## src/inc/rsc_defines.svh

```systemverilog
// constants for the radio state controller and its host
`ifndef RSC_DEFINES_SVH
`define RSC_DEFINES_SVH
`define RSC_CLK_NS         50
// device register map, 6-bit serial address
`define RSC_ADDR_READBACK  6'h01
`define RSC_ADDR_COMMAND   6'h02
`define RSC_ADDR_CTRL0     6'h03
`define RSC_ADDR_CHANNEL   6'h08
`define RSC_CTRL0_RST      8'h01
`define RSC_CHANNEL_RST    8'h0B
`define RSC_RATE_LSB       0
`define RSC_RATE_MSB       2
`define RSC_RATE_RST       3'h1
// state commands
`define RSC_CMD_NOP        5'h00
`define RSC_CMD_TX_START   5'h02
`define RSC_CMD_FORCE_IDLE 5'h03
`define RSC_CMD_FORCE_SYN  5'h04
`define RSC_CMD_LISTEN     5'h06
`define RSC_CMD_IDLE       5'h08
`define RSC_CMD_SYN_RDY    5'h09
// state readback codes
`define RSC_ST_POWER_ON    5'h00
`define RSC_ST_BUSY_RX     5'h01
`define RSC_ST_BUSY_TX     5'h02
`define RSC_ST_LISTEN      5'h06
`define RSC_ST_IDLE        5'h08
`define RSC_ST_SYN_RDY     5'h09
`define RSC_ST_SLEEP       5'h0F
`define RSC_ST_LISTEN_NC   5'h1C
`define RSC_ST_PENDING     5'h1F
// clock output rates: off, 1 MHz, 2 MHz, 250 kHz, 62.5 kHz
`define RSC_RATE_OFF       3'h0
`define RSC_RATE_1M        3'h1
`define RSC_RATE_2M        3'h2
`define RSC_RATE_250K      3'h3
`define RSC_RATE_62K       3'h4
`define RSC_HALF_1M        8'h0A
`define RSC_HALF_2M        8'h05
`define RSC_HALF_250K      8'h28
`define RSC_HALF_62K       8'hA0
`define RSC_CLKOUT_STOP_CYC 35
`define RSC_REG_SETTLE_NS  2000
`define RSC_REG_SETTLE_CYC ((`RSC_REG_SETTLE_NS + `RSC_CLK_NS - 1) / `RSC_CLK_NS)
// host side
`define RSC_HOST_HALF      8'h08
`define RSC_HADDR_CTRL     4'h0
`define RSC_HADDR_XFER     4'h1
`define RSC_HADDR_STATUS   4'h2
`endif

```

## src/inc/rsc_pkg.sv

```systemverilog
// types of the radio state controller
package rsc_pkg;
  typedef enum logic [8:0] {
    RSC_POWER_ON  = 9'h001,
    RSC_SLEEP     = 9'h002,
    RSC_IDLE      = 9'h004,
    RSC_SYN_RDY   = 9'h008,
    RSC_LISTEN    = 9'h010,
    RSC_LISTEN_NC = 9'h020,
    RSC_BUSY_RX   = 9'h040,
    RSC_BUSY_TX   = 9'h080,
    RSC_PENDING   = 9'h100
  } rsc_state_t;
  typedef logic [4:0] rsc_code_t;
  typedef logic [7:0] rsc_byte_t;
endpackage : rsc_pkg

```

## src/inc/rsc_if.sv

```systemverilog
// serial and control pins between host and radio
`timescale 1ns/1ps
`default_nettype none
interface rsc_if;
  logic selN;
  logic sclk;
  logic mosi;
  logic miso;
  logic sleepTx;
  logic rstPinN;
  logic mclk;
  modport dev  (input selN, sclk, mosi, sleepTx, rstPinN, output miso, mclk);
  modport host (output selN, sclk, mosi, sleepTx, rstPinN, input miso, mclk);
endinterface : rsc_if
`default_nettype wire

```

## src/hdl/rsc_radio.sv

```systemverilog
// radio operating-state controller, device end
// Contract
// state changes by command or by pins
// report pending code during any transition
// host waits while pending code shows
// pin rise: idle-sleep, listen-noclk, synth-transmit
// pin fall: sleep-idle, noclk-listen
// pin reset: defaults, rate kept, go idle
// pin reset in power-on stays power-on
// forced idle everywhere but sleep, aborts busy
// plain idle waits for busy end
// forced synth-ready leaves busy, keeps analog on
// forced synth-ready ignored in idle, sleep, noclk
// host reads readback after each request
// power-on resets, clock out after oscillator
// input pulls only during power-on
// host sets pins before leaving power-on
// host waits for master clock before access
// power-on left by idle commands, wake event
// sleep after 35 clock cycles or immediately
// sleep keeps registers, clears buffer, engine
// idle: serial open, analog off, no pulls
// wake event on idle from reset, sleep
// regulator then synth, lock event
// listen at once, receive only after lock
// command and readback encodings are constants
`include "rsc_defines.svh"
`timescale 1ns/1ps
`default_nettype none
module rsc_radio (
  // clock and power-on reset
  input  wire logic         clk,
  input  wire logic         rstn,
  // link to host
  rsc_if.dev                link,
  // analog and datapath status
  input  wire logic         oscReady,
  input  wire logic         synthLock,
  input  wire logic         frameStart,
  input  wire logic         activityDone,
  // analog and datapath controls
  output logic              analogRegEn,
  output logic              synthEn,
  output logic              rxEn,
  output logic              txEn,
  output logic              pullsEn,
  output logic              clearBuffers,
  output rsc_pkg::rsc_byte_t channel,
  // events
  output logic              wakeDoneEvt,
  output logic              synthLockEvt
);
  import rsc_pkg::*;

  logic [4:0] syncA, syncB;
  logic       sclkPrev, slpPrev, rstPrev, lockPrev;
  logic [4:0] bitCnt;
  rsc_byte_t  shiftIn, misoShift, ctrlReg, channelReg;
  logic [5:0] addrReg;
  logic       rwReg, cmdPulse, misoReg, wakeReg, lockEvtReg;
  rsc_code_t  cmdReg;
  rsc_state_t state, target;
  logic [7:0] mclkCnt;
  logic       mclkReg, mclkRise, idlePend, fromReset;
  logic [8:0] cnt;

  wire selN    = syncB[4];
  wire sclkS   = syncB[3];
  wire mosiS   = syncB[2];
  wire slp     = syncB[1];
  wire pinRst  = ~syncB[0];
  wire sRise   = sclkS & ~sclkPrev;
  wire sFall   = ~sclkS & sclkPrev;
  wire [2:0] rate = ctrlReg[`RSC_RATE_MSB:`RSC_RATE_LSB];
  wire stopped = (state == RSC_SLEEP) || (state == RSC_LISTEN_NC);
  wire mclkOn  = oscReady && (rate != `RSC_RATE_OFF) && !stopped;
  wire fastStop = mclkOn && (rate != `RSC_RATE_250K) && (rate != `RSC_RATE_62K);
  wire cmdForceIdle = cmdPulse && (cmdReg == `RSC_CMD_FORCE_IDLE);
  wire cmdIdle      = cmdPulse && (cmdReg == `RSC_CMD_IDLE);
  wire cmdAnyIdle   = cmdForceIdle || cmdIdle;

  function automatic logic isCmd(input rsc_code_t c);
    isCmd = cmdPulse && (cmdReg == c);
  endfunction : isCmd

  function automatic logic [7:0] halfPeriod(input logic [2:0] r);
    case (r)
      `RSC_RATE_2M:   halfPeriod = `RSC_HALF_2M;
      `RSC_RATE_250K: halfPeriod = `RSC_HALF_250K;
      `RSC_RATE_62K:  halfPeriod = `RSC_HALF_62K;
      default:        halfPeriod = `RSC_HALF_1M;
    endcase
  endfunction : halfPeriod

  function automatic rsc_code_t stateCode(input rsc_state_t s);
    case (s)
      RSC_POWER_ON:  stateCode = `RSC_ST_POWER_ON;
      RSC_SLEEP:     stateCode = `RSC_ST_SLEEP;
      RSC_IDLE:      stateCode = `RSC_ST_IDLE;
      RSC_SYN_RDY:   stateCode = `RSC_ST_SYN_RDY;
      RSC_LISTEN:    stateCode = `RSC_ST_LISTEN;
      RSC_LISTEN_NC: stateCode = `RSC_ST_LISTEN_NC;
      RSC_BUSY_RX:   stateCode = `RSC_ST_BUSY_RX;
      RSC_BUSY_TX:   stateCode = `RSC_ST_BUSY_TX;
      default:       stateCode = `RSC_ST_PENDING;
    endcase
  endfunction : stateCode

  function automatic rsc_byte_t regRead(input logic [5:0] a);
    case (a)
      `RSC_ADDR_READBACK: regRead = {3'h0, stateCode(state)};
      `RSC_ADDR_COMMAND:  regRead = {3'h0, cmdReg};
      `RSC_ADDR_CTRL0:    regRead = ctrlReg;
      `RSC_ADDR_CHANNEL:  regRead = channelReg;
      default:            regRead = 8'h00;
    endcase
  endfunction : regRead

  // pin synchronisers: sel, sclk, mosi, sleep/transmit, reset
  always_ff @(posedge clk or negedge rstn) begin
    if (!rstn) begin
      syncA <= 5'h11;
      syncB <= 5'h11;
    end else begin
      syncA <= {link.selN, link.sclk, link.mosi, link.sleepTx, link.rstPinN};
      syncB <= syncA;
    end
  end

  always_ff @(posedge clk or negedge rstn) begin
    if (!rstn) begin
      sclkPrev <= 1'b0;
      slpPrev  <= 1'b0;
      rstPrev  <= 1'b1;
      lockPrev <= 1'b0;
    end else begin
      sclkPrev <= sclkS;
      slpPrev  <= slp;
      rstPrev  <= syncB[0];
      lockPrev <= synthLock;
    end
  end

  // serial slave: header byte {rw, x, addr}, then data byte, msb first
  always_ff @(posedge clk or negedge rstn) begin
    if (!rstn) begin
      bitCnt    <= 5'h00;
      shiftIn   <= 8'h00;
      addrReg   <= 6'h00;
      rwReg     <= 1'b0;
      misoShift <= 8'h00;
    end else if (selN || !oscReady || pinRst) begin
      bitCnt <= 5'h00;
    end else if (sRise) begin
      shiftIn <= {shiftIn[6:0], mosiS};
      bitCnt  <= bitCnt + 5'h01;
      if (bitCnt == 5'h07) begin
        rwReg     <= shiftIn[6];
        addrReg   <= {shiftIn[4:0], mosiS};
        misoShift <= regRead({shiftIn[4:0], mosiS});
      end
    end else if (sFall && bitCnt > 5'h08) begin
      misoShift <= {misoShift[6:0], 1'b0};
    end
  end

  wire wrDone = sRise && !selN && oscReady && !pinRst && bitCnt == 5'h0F && rwReg;

  always_ff @(posedge clk or negedge rstn) begin
    if (!rstn) begin
      misoReg <= 1'b0;
    end else begin
      misoReg <= misoShift[7];
    end
  end

  // registers; the rate bits survive a pin reset
  always_ff @(posedge clk or negedge rstn) begin
    if (!rstn) begin
      ctrlReg    <= `RSC_CTRL0_RST;
      channelReg <= `RSC_CHANNEL_RST;
      cmdReg     <= `RSC_CMD_NOP;
      cmdPulse   <= 1'b0;
    end else if (pinRst) begin
      ctrlReg    <= {5'(`RSC_CTRL0_RST >> 3), rate};
      channelReg <= `RSC_CHANNEL_RST;
      cmdReg     <= `RSC_CMD_NOP;
      cmdPulse   <= 1'b0;
    end else begin
      cmdPulse <= wrDone && addrReg == `RSC_ADDR_COMMAND;
      if (wrDone && addrReg == `RSC_ADDR_COMMAND) cmdReg <= {shiftIn[3:0], mosiS};
      if (wrDone && addrReg == `RSC_ADDR_CTRL0) ctrlReg <= {shiftIn[6:0], mosiS};
      if (wrDone && addrReg == `RSC_ADDR_CHANNEL) channelReg <= {shiftIn[6:0], mosiS};
    end
  end

  // master clock output divider
  always_ff @(posedge clk or negedge rstn) begin
    if (!rstn) begin
      mclkCnt <= 8'h00;
      mclkReg <= 1'b0;
    end else if (!mclkOn) begin
      mclkCnt <= 8'h00;
      mclkReg <= 1'b0;
    end else if (mclkCnt >= halfPeriod(rate) - 8'h01) begin
      mclkCnt <= 8'h00;
      mclkReg <= ~mclkReg;
    end else begin
      mclkCnt <= mclkCnt + 8'h01;
    end
  end

  assign mclkRise = mclkOn && !mclkReg && mclkCnt >= halfPeriod(rate) - 8'h01;

  // operating-state machine
  always_ff @(posedge clk or negedge rstn) begin
    if (!rstn) begin
      state     <= RSC_POWER_ON;
      target    <= RSC_IDLE;
      cnt       <= 9'h000;
      idlePend  <= 1'b0;
      fromReset <= 1'b0;
      wakeReg   <= 1'b0;
    end else begin
      wakeReg <= 1'b0;
      if (pinRst) begin
        idlePend <= 1'b0;
        if (state != RSC_POWER_ON) begin
          state     <= RSC_IDLE;
          fromReset <= 1'b1;
        end
      end else begin
        if (rstPrev == 1'b0 && fromReset) begin
          wakeReg   <= 1'b1;
          fromReset <= 1'b0;
        end
        case (state)
          RSC_POWER_ON: if (cmdAnyIdle && oscReady) begin
            state   <= RSC_IDLE;
            wakeReg <= 1'b1;
          end
          RSC_SLEEP: if (!slp) begin
            state   <= RSC_IDLE;
            wakeReg <= 1'b1;
          end
          RSC_IDLE: if (slp) begin
            target <= RSC_SLEEP;
            cnt    <= 9'(`RSC_CLKOUT_STOP_CYC);
            state  <= fastStop ? RSC_PENDING : RSC_SLEEP;
          end else if (isCmd(`RSC_CMD_SYN_RDY)) begin
            target <= RSC_SYN_RDY;
            cnt    <= 9'(`RSC_REG_SETTLE_CYC);
            state  <= RSC_PENDING;
          end
          RSC_PENDING: if (cmdForceIdle) begin
            state <= RSC_IDLE;
          end else if (target == RSC_SYN_RDY) begin
            if (cnt == 9'h000) state <= RSC_SYN_RDY;
            else cnt <= cnt - 9'h001;
          end else if (!mclkOn || cnt == 9'h000) begin
            state <= target;
          end else if (mclkRise) begin
            cnt <= cnt - 9'h001;
          end
          RSC_SYN_RDY: if (cmdAnyIdle) begin
            state <= RSC_IDLE;
          end else if (isCmd(`RSC_CMD_LISTEN)) begin
            state <= RSC_LISTEN;
          end else if (isCmd(`RSC_CMD_TX_START) || (slp && !slpPrev)) begin
            state <= RSC_BUSY_TX;
          end
          RSC_LISTEN: if (cmdAnyIdle) begin
            state <= RSC_IDLE;
          end else if (isCmd(`RSC_CMD_FORCE_SYN) || isCmd(`RSC_CMD_SYN_RDY)) begin
            state <= RSC_SYN_RDY;
          end else if (slp && !slpPrev) begin
            target <= RSC_LISTEN_NC;
            cnt    <= 9'(`RSC_CLKOUT_STOP_CYC);
            state  <= fastStop ? RSC_PENDING : RSC_LISTEN_NC;
          end else if (frameStart && synthLock) begin
            state <= RSC_BUSY_RX;
          end
          RSC_LISTEN_NC: if (cmdForceIdle) begin
            state <= RSC_IDLE;
          end else if (!slp) begin
            state <= RSC_LISTEN;
          end else if (frameStart && synthLock) begin
            state <= RSC_BUSY_RX;
          end
          RSC_BUSY_RX, RSC_BUSY_TX: if (cmdForceIdle) begin
            state    <= RSC_IDLE;
            idlePend <= 1'b0;
          end else if (isCmd(`RSC_CMD_FORCE_SYN)) begin
            state    <= RSC_SYN_RDY;
            idlePend <= 1'b0;
          end else if (activityDone) begin
            idlePend <= 1'b0;
            if (idlePend || cmdIdle) state <= RSC_IDLE;
            else state <= (state == RSC_BUSY_RX) ? RSC_LISTEN : RSC_SYN_RDY;
          end else if (cmdIdle) begin
            idlePend <= 1'b1;
          end
          default: state <= RSC_IDLE;
        endcase
      end
    end
  end

  always_ff @(posedge clk or negedge rstn) begin
    if (!rstn) begin
      lockEvtReg <= 1'b0;
    end else begin
      lockEvtReg <= synthLock && !lockPrev && synthEn;
    end
  end

  // forced synth-ready keeps regulator and synth on
  assign synthEn      = state inside {RSC_SYN_RDY, RSC_LISTEN, RSC_LISTEN_NC,
                                      RSC_BUSY_RX, RSC_BUSY_TX};
  assign analogRegEn  = synthEn || (state == RSC_PENDING && target == RSC_SYN_RDY);
  assign rxEn         = state inside {RSC_LISTEN, RSC_LISTEN_NC, RSC_BUSY_RX};
  assign txEn         = state == RSC_BUSY_TX;
  assign pullsEn      = state == RSC_POWER_ON;
  assign clearBuffers = state == RSC_SLEEP;
  assign channel      = channelReg;
  assign wakeDoneEvt  = wakeReg;
  assign synthLockEvt = lockEvtReg;
  assign link.miso    = misoReg;
  assign link.mclk    = mclkReg;
endmodule : rsc_radio
`default_nettype wire

```

## src/flat_wrapper.sv

```systemverilog
// flat-port wrapper written by rule: the top's interface ports become plain ports
module rsc_radio_flat import rsc_pkg::*;
  (clk, rstn, oscReady, synthLock, frameStart, activityDone, analogRegEn, synthEn, rxEn, txEn, pullsEn, clearBuffers, channel, wakeDoneEvt, synthLockEvt, link_selN, link_sclk, link_mosi, link_sleepTx, link_rstPinN, link_miso, link_mclk);
  rsc_if link_i ();
  input  wire logic clk;
  input  wire logic rstn;
  input  wire logic oscReady;
  input  wire logic synthLock;
  input  wire logic frameStart;
  input  wire logic activityDone;
  output logic analogRegEn;
  output logic synthEn;
  output logic rxEn;
  output logic txEn;
  output logic pullsEn;
  output logic clearBuffers;
  output rsc_pkg::rsc_byte_t channel;
  output logic wakeDoneEvt;
  output logic synthLockEvt;
  input wire logic [$bits(link_i.selN)-1:0] link_selN;
  input wire logic [$bits(link_i.sclk)-1:0] link_sclk;
  input wire logic [$bits(link_i.mosi)-1:0] link_mosi;
  input wire logic [$bits(link_i.sleepTx)-1:0] link_sleepTx;
  input wire logic [$bits(link_i.rstPinN)-1:0] link_rstPinN;
  output wire logic [$bits(link_i.miso)-1:0] link_miso;
  output wire logic [$bits(link_i.mclk)-1:0] link_mclk;
  assign link_i.selN = link_selN;
  assign link_i.sclk = link_sclk;
  assign link_i.mosi = link_mosi;
  assign link_i.sleepTx = link_sleepTx;
  assign link_i.rstPinN = link_rstPinN;
  assign link_miso = link_i.miso;
  assign link_mclk = link_i.mclk;
  rsc_radio u_core (.clk(clk), .rstn(rstn), .link(link_i), .oscReady(oscReady), .synthLock(synthLock), .frameStart(frameStart), .activityDone(activityDone), .analogRegEn(analogRegEn), .synthEn(synthEn), .rxEn(rxEn), .txEn(txEn), .pullsEn(pullsEn), .clearBuffers(clearBuffers), .channel(channel), .wakeDoneEvt(wakeDoneEvt), .synthLockEvt(synthLockEvt));
endmodule
```

## config.mk

```make
export PLATFORM = sky130hd
export DESIGN_NAME = rsc_radio_flat
export DESIGN_NICKNAME = d
export VERILOG_FILES = /design/src/inc/rsc_pkg.sv /design/src/inc/rsc_if.sv /design/src/hdl/rsc_radio.sv /design/src/flat_wrapper.sv
export VERILOG_INCLUDE_DIRS = /design/src /design/src/inc
export SDC_FILE = /design/constraint.sdc
export NUM_CORES = 1
export LEC_CHECK = 0
export ABC_AREA = 1
export BUFFER_PORTS_ARGS = -buffer_cell sky130_fd_sc_hd__buf_2
export CORE_MARGIN = 2
export CORE_UTILIZATION = 60
export DETAILED_ROUTE_END_ITERATION = 12
export GPL_ROUTABILITY_DRIVEN = 0
export PLACE_DENSITY = 0.78
export SLEW_MARGIN = 20
export SYNTH_ARGS = -nofsm -noshare
export SYNTH_HDL_FRONTEND = slang
export SYNTH_SLANG_ARGS = --single-unit
```

## constraint.sdc

```tcl
create_clock -name clk -period 6.6 [get_ports clk]
set_clock_uncertainty 0.05 [all_clocks]
set_input_delay 0.66 -clock clk [delete_from_list [all_inputs] [get_ports clk]]
set_output_delay 0.66 -clock clk [all_outputs]
set_load 0.03 [all_outputs]
```

==> impl_metrics.py, run 1 <==
metrics = {
    "sta": {
        "final.period_utilization": 0.419,
        "min_period_ns": 2.76,
        "worst_pin_slew_ns": 0.881,
        "fin_tns_setup_ns": 0,
        "hold_violations": 0,
        "hold_ws_ns": 0.142,
        "rsz0062_at_grt": "no",
        "max_clock_freq_ghz": 0.362,
        "slew_headroom": 0.410,
        "setup_viol_count_final": 0,
        "slew_violations": 0,
    },
    "finish": {
        "drive_gt1_frac": 0.130,
        "area_growth_pct": 7.67,
        "mostFrequentLayoutCells": "159 x nand2_1, 106 x inv_1, 88 x dfrtp_1",
        "num-nets-final": 773,
        "n_antenna_cell": 0,
        "mostFrequentLayoutCell": "nand2_1",
        "final_cells": 862,
    },
    "die": {
        "die-area_um2": 9920,
        "die_w_um": 99.6,
        "core-area_um2": 8810,
        "fp.dieH_um": 99.6,
        "initial_core_util": 0.623,
        "rows": 34,
        "io_pins": 29,
    },
    "global_route": {
        "antenna_found_initial": 0,
        "gr-usage-all-layers": 0.271,
        "grt_pass1_vias": 4609,
        "grt_first_pass_wirelength_um": 21400,
        "grt_overflow": 0,
        "grt_max_degree": 74,
    },
    "logic_synthesis": {
        "yosys-top-cells-area": "dfrtp_1 40%, nand2_1 11%, inv_1 7.3%, o21ai_0 6.2%, nor2_1 5.3%",
        "yosys.area.top_type_share": 0.402,
        "synthArstFlopShare": 1.00,
        "ys_ff_latch": 99,
        "syn_avg_cell_area_um2": 7.63,
        "netlist_instances": 719,
        "yosysSeqAreaShare": 0.454,
        "yosys.area.top_type": "dfrtp_1",
        "yosys_warnings": 0,
        "synth_area_um2": 5480,
        "synth_edf_count": 0,
        "yosys.cell_types.count": 46,
        "synthesis.nets": 743,
        "synthFlopType": "dfrtp_1",
    },
    "power_and_ir_drop": {
        "p_clk_frac": 0.240,
        "seqPwrFrac": 0.452,
        "power_density_nw_per_um2": 262,
        "leakagePower_nw": 2.94,
        "switchingPower_mw": 0.606,
        "p_int_mw": 0.939,
        "pwr-share-comb": 0.307,
        "peakVddDrop_uv": 142,
        "p_sw_frac": 0.392,
    },
    "setup_path": {
        "crit_fanout": 8,
        "endpoint_kind": "output pin",
        "rrSetupSlack_ns": 3.86,
        "rr_worst_depth": 9,
        "cp_data_arrival_time_ns": 2.05,
        "worstSetupStartpointType": "flop",
        "worstSetupPathType": "reg2out",
        "cp.required_ns": 5.89,
    },
    "routing": {
        "first_pass_iters": 5,
        "avgRoutedWirePerCell_um": 14.6,
        "drt-initial-drc-count": 271,
        "drc": 0,
        "num_vias": 4920,
        "vias_per_cell": 5.71,
        "wl_um": 12600,
        "final_antenna_net_count": 0,
    },
    "placed_design": {
        "dp_hpwl_um": 9500,
        "portBuffers": 28,
        "post-place-cells": 846,
    },
    "cts": {
        "cts.sinks": 99,
        "clk_pin_slew_ns": 0.10,
        "numCtsBuffers": 9,
        "cts_resized": 0,
        "cts_tree": "yes",
        "h-tree-depth": 3,
        "clock_path_buffers": 2,
        "postCtsSetupBuffers": 0,
        "hold_buffers": 0,
        "root_buffer": "clkbuf_8",
        "clock_insertion_delay_worst_skew_ns": 0.36,
    },
    "outcome": {
        "outcome": "finished clean",
    },
    "job": {
        "maxCapViolCount": 0,
    },
    "hold_path": {
        "hold_class": "in2async",
    },
}
routing by layer:
layer / routed length (µm) / GRT usage / up-vias
li1: - / - / 2397
met1: 5480 / 0.363 / 2307
met2: 6100 / 0.445 / 181
met3: 721 / 0.0464 / 35
met4: 320 / 0.100 / 0
met5: 0 / 0 / -
worst paths after layout:
path | from | to
worst max-delay path | u_core.state[0]$_DFFE_PN1P_ | synthEn
worst min-delay path | rstn | u_core.state[6]$_DFFE_PN0P_
worst max register to register | u_core.syncB[0]$_DFF_PN1_ | u_core.misoShift[3]$_DFFE_PN0P_
worst min register to register | u_core.syncA[3]$_DFF_PN0_ | u_core.syncB[3]$_DFF_PN0_
max in group asynchronous | rstn | u_core.shiftIn[1]$_DFFE_PN0P_
min in group clk | u_core.syncA[3]$_DFF_PN0_ | u_core.syncB[3]$_DFF_PN0_
layout make-up:
cell class              instances  area, µm²
clock buffers                  10        128
clock inverters                 6       60.1
fillers                       752       2900
inverters                     114        428
multi-input cells             496       2510
flip-flops and latches         99       2490
well taps                     108        135
repair buffers                 29        150
flip-flops by register name, summed over array words and instances (netlist names), 4 cells and up:
| signal | flops |
|---|---|
| u_core.cnt | 9 |
| u_core.state | 9 |
| u_core.channel | 8 |
| u_core.ctrlReg | 8 |
| u_core.mclkCnt | 8 |
| u_core.misoShift | 8 |
| u_core.shiftIn | 7 |
| u_core.addrReg | 6 |
| u_core.bitCnt | 5 |
| u_core.cmdReg | 5 |
| u_core.syncA | 5 |
| u_core.syncB | 5 |
| u_core.target | 4 |
power by group through the flow:
stage               Combinational, mW  Clock (mW)  Sequential [mW]
floorplan                       0.353           0            0.706
global placement                0.454           0            0.706
detailed placement              0.467           0            0.709
CTS                             0.469       0.380            0.698
global route                    0.541       0.404            0.704
finish                          0.475       0.371            0.699
cell families after synthesis:
group	synth area share
adder cells (fa/ha/maj)	0.0297
buffers and inverters	0.0876
XOR/XNOR	0.00320
AO/OA/AOI/OAI	0.122
other	0.000684
AND/OR/NAND/NOR	0.300
flip-flops	0.454
multiplexers	0.00205
synthesized netlist by cell type, drive strengths merged (11+ instances only):
master	instances
a21oi	23
dfrtp	88
dfstp	11
ha	13
inv	113
nand2	168
nand3	62
nand4	17
nor2	90
nor3	15
o21ai	72
per-stage QoR:
| step | worst slack [ns] | cell area [µm²] | utilization | power (mW) |
|---|---|---|---|---|
| 2_1_floorplan | 4.38 | 5480 | - | 1.06 |
| 3_3_place_gp | 4.01 | 5720 | 0.649 | 1.16 |
| 3_5_place_dp | 3.92 | 5720 | 0.649 | 1.18 |
| 4_1_cts | 3.88 | 5900 | 0.670 | 1.55 |
| 5_1_grt | 3.56 | 5900 | 0.670 | 1.65 |
| 6_report | 3.84 | 5900 | 0.670 | 1.54 |
worst max-delay path: stages, from the launching register on:
cell and delay [ns]:
dfstp_2 0.57, nor2_2 0.06, nand2_2 0.16, nor2_2 0.06, nand2_2 0.18, nand4_1 0.11, nor2_1 0.26, inv_1 0.10
buf_2 0.19
Power figures use the tool's default switching activity.
==> run 2, diff against run 1 <==
- CORE_UTILIZATION: 60 -> 56
- PLACE_DENSITY: 0.78 -> 0.77
- clock period: 6.6 -> 2.25 ns (I/O delays scaled with it)
==> impl_metrics.py, run 2 (same netlist as run 1, synthesis figures left out) <==
metrics = {
    "outcome": {
        "outcome": "finished clean",
    },
    "sta": {
        "slew_violations": 0,
        "setup_viol_count_final": 0,
        "min_period_ns": 2.20,
        "final.period_utilization": 0.976,
        "max_clock_freq_ghz": 0.455,
        "hold_violations": 0,
        "post-route-worst-setup-slack_ns": 0.0534,
        "rsz0062_at_grt": "yes",
    },
    "setup_path": {
        "worstSetupPathType": "reg2reg",
        "rrSetupSlack_ns": 0.05,
        "endpoint_kind": "flop",
        "crit_fanout": 4,
        "cp_data_arrival_time_ns": 2.47,
        "cp.required_ns": 2.53,
        "worstSetupStartpointType": "flop",
    },
    "placed_design": {
        "dp_hpwl_um": 9880,
        "post-place-cells": 897,
        "place_ws_ns": -0.0674,
        "portBuffers": 28,
        "placed_area_um2": 5950,
    },
    "cts": {
        "cts_tree": "yes",
        "clock_path_buffers": 2,
        "h-tree-depth": 3,
        "cts.sinks": 99,
        "numCtsBuffers": 9,
        "clock_insertion_delay_worst_skew_ns": 0.39,
        "root_buffer": "clkbuf_8",
        "clk_pin_slew_ns": 0.10,
    },
    "finish": {
        "final_cells": 935,
        "mostFrequentLayoutCells": "150 x nand2_1, 102 x inv_1, 87 x dfrtp_1",
        "drive_gt1_frac": 0.211,
        "final_util": 0.673,
        "n_antenna_cell": 0,
        "num-nets-final": 821,
        "seqCellArea_um2": 2490,
        "multi_input_area_um2": 2650,
        "final_cell_area_um2": 6490,
        "n_fill_cell": 808,
        "top_regs": "u_core.cnt: 9 flops, u_core.state: 9 flops",
        "mostFrequentLayoutCell": "nand2_1",
        "area_growth_pct": 18.3,
    },
    "power_and_ir_drop": {
        "p_clk_frac": 0.233,
        "switchingPower_mw": 1.84,
        "p_total_mw": 4.74,
        "p_int_mw": 2.90,
        "seqPwrFrac": 0.433,
        "peakVddDrop_uv": 503,
        "pwr-share-comb": 0.334,
        "power_density_nw_per_um2": 731,
        "p_sw_frac": 0.388,
        "leakagePower_nw": 3.18,
    },
    "routing": {
        "vias_per_cell": 5.56,
        "num_vias": 5200,
        "drc": 0,
        "dr_wl_met2_um": 6720,
        "drt-initial-drc-count": 457,
        "wl_um": 13600,
        "top_layer": "met4",
        "wl_met3_um": 921,
        "first_pass_iters": 7,
        "m1WireLength_um": 5500,
        "avgRoutedWirePerCell_um": 14.5,
        "final_antenna_net_count": 0,
    },
    "job": {
        "maxCapViolCount": 0,
    },
    "global_route": {
        "grt_first_pass_wirelength_um": 22100,
        "grt_overflow": 0,
        "grt_pass1_vias": 5013,
        "antenna_found_initial": 0,
        "gr-usage-all-layers": 0.271,
        "grt_max_degree": 66,
    },
    "die": {
        "core-area_um2": 9640,
        "die_w_um": 103,
        "io_pins": 29,
        "die-area_um2": 10600,
        "rows": 36,
        "fp.dieH_um": 103,
        "initial_core_util": 0.569,
    },
    "hold_path": {
        "hold_class": "in2reg",
    },
}
## run 2: per-layer routing
metal  vias to the layer above  track usage
li1                       2505            -
met1                      2433        0.321
met2                       214        0.469
met3                        48       0.0685
met4                         0        0.112
met5                         -            0
## run 2: repair_timing
item | CTS | global route
pin swaps | 7 | 19
setup endpoints to repair | 13 | 26
buffers inserted | 11 | 3
gates resized for setup | 18 | 32
cloned | 1 | 0
endpoints found under the hold margin | 39 | 0
hold buffers | 7 | 0
## run 2: worst max-delay path, stage by stage, from the launching register on
cell,delay (ns)
dfstp_2,0.58
a21oi_2,0.06
a21oi_2,0.14
inv_1,0.08
buf_4,0.13
buf_4,0.13
buf_4,0.13
buf_4,0.12
buf_4,0.12
buf_4,0.13
nand2_4,0.08
nand3_1,0.06
nand2_1,0.10
nand2_1,0.05
nand3_1,0.07
nand2_1,0.06
inv_1,0.05
## run 2: power by group through the flow
stage	Combinational [mW]	Clock, mW	Sequential, mW
after floorplan	1.03	0	2.07
after global placement	1.38	0	2.06
after detailed placement	1.43	0	2.07
after CTS	1.49	1.13	2.04
after global routing	1.78	1.21	2.07
final	1.58	1.10	2.05
## run 2: final cells by class
| cell class | count | share of cell area |
|---|---|---|
| timing repair buffer | 77 | 0.0858 |
| multi-input combinational | 496 | 0.409 |
| clock buffer | 12 | 0.0239 |
| sequential | 99 | 0.384 |
| tap | 133 | 0.0257 |
| clock inverter | 4 | 0.00501 |
| inverter | 114 | 0.0663 |
## run 2: metrics by stage
stage	hold WS (ns)	TNS, ns
after CTS	0.0940	0
final	0.112	0
after global routing	0.107	-0.536
after global placement	0.170	0
after floorplan	-0.121	0
after detailed placement	0.171	-0.338
## run 2: worst paths after layout
kind,start,end,cells past startpoint
worst max-delay path,u_core.ctrlReg[0]$_DFFE_PN1P_,u_core.state[1]$_DFFE_PN0P_,16
worst min-delay path,activityDone,u_core.idlePend$_DFFE_PN0P_,4
worst max register to register,u_core.ctrlReg[0]$_DFFE_PN1P_,u_core.state[1]$_DFFE_PN0P_,16
worst min register to register,u_core.syncA[4]$_DFF_PN1_,u_core.syncB[4]$_DFF_PN1_,0
max in group asynchronous,rstn,u_core.syncB[0]$_DFF_PN1_,3
min in group asynchronous,rstn,u_core.synthLockEvt$_DFF_PN0_,2
==> run 3, diff against run 2 <==
- CORE_ASPECT_RATIO: unset -> 0.7
==> impl_metrics.py, run 3 (same netlist as run 1, synthesis figures left out) <==
metrics = {
    "setup_path": {
        "cp.required_ns": 2.48,
        "worstSetupPathType": "reg2reg",
        "r2r_end": "u_core.cnt[8]$_DFFE_PN0P_",
        "cpMaxStageDelayCell": "dfstp_2",
        "cp_data_arrival_time_ns": 2.41,
        "crit_fanout": 6,
        "cpPeakStageDelay_ns": 0.57,
        "rrSetupSlack_ns": 0.08,
        "crit_chain": "a21oi_2 > a21oi_2 > inv_2 > ha_4 > o21ai_2 > nand2_1 > nand2_1 > nand2_1 > nand2_2 > nand2_2 > nand3_2 > nand2_4 > buf_6 > nand3_4 > nand2_2 > nand2_1 > nor2_1",
        "critical_path.startpoint": "u_core.ctrlReg[0]$_DFFE_PN1P_",
        "cp_common_cell": "nand2_1",
        "endpoint_kind": "flop",
        "rr_worst_depth": 17,
        "r2r-start": "u_core.ctrlReg[0]$_DFFE_PN1P_",
        "worstSetupStartpointType": "flop",
        "crit_end": "u_core.cnt[8]$_DFFE_PN0P_",
    },
    "power_and_ir_drop": {
        "p_clk_frac": 0.315,
        "seqPwrFrac": 0.395,
        "power_density_nw_per_um2": 808,
        "p_sw_frac": 0.362,
        "peakVddDrop_uv": 484,
        "pwr-share-comb": 0.290,
        "p_int_mw": 3.32,
        "leakagePower_nw": 3.16,
        "switchingPower_mw": 1.88,
    },
    "die": {
        "initial_core_util": 0.571,
        "io_pins": 29,
        "die-area_um2": 10600,
        "core-area_um2": 9610,
        "die_w_um": 122,
        "fp.dieH_um": 86.8,
        "rows": 30,
    },
    "finish": {
        "mostFrequentLayoutCell": "nand2_1",
        "n_antenna_cell": 0,
        "mostFrequentLayoutCells": "154 x nand2_1, 102 x inv_1, 88 x dfrtp_1",
        "drive_gt1_frac": 0.183,
        "num-nets-final": 804,
        "area_growth_pct": 17.5,
        "n_fill_cell": 790,
        "final_util": 0.670,
        "top_regs": "u_core.cnt: 9 flops, u_core.state: 9 flops",
    },
    "sta": {
        "min_period_ns": 2.17,
        "final.period_utilization": 0.966,
        "hold_violations": 0,
        "rsz0062_at_grt": "yes",
        "slew_headroom": 0.621,
        "max_clock_freq_ghz": 0.460,
        "worst_pin_slew_ns": 0.565,
        "slew_violations": 0,
        "fin_tns_setup_ns": 0,
        "setup_viol_count_final": 0,
        "hold_ws_ns": 0.151,
    },
    "global_route": {
        "antenna_found_initial": 0,
        "grt_first_pass_wirelength_um": 23300,
        "grt_overflow": 0,
        "grt_max_degree": 65,
        "gr-usage-all-layers": 0.281,
        "grt_pass1_vias": 4834,
    },
    "cts": {
        "clk_pin_slew_ns": 0.07,
        "root_buffer": "clkbuf_16",
        "h-tree-depth": 3,
        "cts_tree": "yes",
        "clock_insertion_delay_worst_skew_ns": 0.35,
        "clock_path_buffers": 2,
        "cts.sinks": 99,
        "numCtsBuffers": 9,
    },
    "routing": {
        "final_antenna_net_count": 0,
        "drc": 0,
        "avgRoutedWirePerCell_um": 15.5,
        "num_vias": 5149,
        "drt-initial-drc-count": 607,
        "first_pass_iters": 6,
        "vias_per_cell": 5.64,
        "wl_um": 14200,
    },
    "placed_design": {
        "portBuffers": 28,
        "dp_hpwl_um": 10100,
    },
    "hold_path": {
        "hold_class": "in2reg",
    },
    "outcome": {
        "outcome": "finished clean",
    },
    "job": {
        "maxCapViolCount": 0,
    },
}
==> run 3: changes by cell type in the layout (fill, tap and decap cells not counted), moves of 4 or more <==
cell | previous run | this run
nand2_2 | 13 | 9
buf_4 | 40 | 23
clkbuf_8 | 11 | 2
nor2_4 | 9 | 5
clkbuf_16 | 0 | 9
nand2_1 | 150 | 154
==> run 3: power by group through the flow <==
stage | clock (mW) | combinational (mW) | sequential (mW)
floorplan | 0 | 1.03 | 2.07
global placement | 0 | 1.37 | 2.07
detailed placement | 0 | 1.42 | 2.07
CTS | 1.67 | 1.45 | 2.05
global route | 1.76 | 1.67 | 2.07
finish | 1.64 | 1.51 | 2.06
==> run 3: timing repair <==
action | in CTS | in global routing
resized for setup | 9 | 24
gates cloned | 1 | 0
setup endpoints to repair | 8 | 27
setup buffers | 1 | 2
pin swaps | 3 | 7
hold buffers | 7 | 0
hold endpoints to repair | 39 | 0
==> run 3: worst min path at each step <==
stage	from	endpoint	slack, ns	depth (start not counted)
floorplan	rstn	u_core.addrReg[0]$_DFFE_PN0P_	-0.12	0
global placement	rstn	u_core.link.miso$_DFF_PN0_	0.16	1
detailed placement	rstn	u_core.misoShift[7]$_DFFE_PN0P_	0.18	1
CTS	activityDone	u_core.idlePend$_DFFE_PN0P_	0.14	4
global route	activityDone	u_core.idlePend$_DFFE_PN0P_	0.16	4
finish	activityDone	u_core.idlePend$_DFFE_PN0P_	0.15	4
==> run 3: metrics by stage <==
stage | cell area [µm²] | instances | setup WS (ns) | power (mW)
floorplan | 5480 | 719 | 0.0273 | 3.10
global placement | 5900 | 886 | 0.0740 | 3.44
detailed placement | 5900 | 886 | -0.0698 | 3.50
CTS | 6330 | 911 | 0.0134 | 5.16
global route | 6440 | 913 | -0.114 | 5.49
finish | 6440 | 913 | 0.0776 | 5.21
==> run 3: worst max-delay path, delay by kind of cell, from the launching register on <==
kind                       cells  cell delay (ns)
AOI/OAI and AO/OA              3             0.27
adders and majority gates      1             0.26
buffers and inverters          2             0.20
DFF                            1             0.57
and+or+nand+nor               11             0.76
==> run 3: metal layers <==
layer | routed length, µm | vias up | GRT usage
met5 | 0 | - | 0
met4 | 251 | 0 | 0.0909
met3 | 1450 | 28 | 0.0625
met2 | 6200 | 267 | 0.425
met1 | 6260 | 2398 | 0.402
li1 | - | 2456 | -
==> run 3: layout make-up <==
| class | instances | area [µm²] | area share |
|---|---|---|---|
| Multi-Input combinational cell | 496 | 2620 | 0.407 |
| Tap cell | 128 | 160 | 0.0249 |
| Sequential cell | 99 | 2490 | 0.387 |
| Clock buffer | 11 | 253 | 0.0392 |
| Clock inverter | 5 | 66.3 | 0.0103 |
| Inverter | 114 | 428 | 0.0664 |
| Timing Repair Buffer | 60 | 420 | 0.0653 |
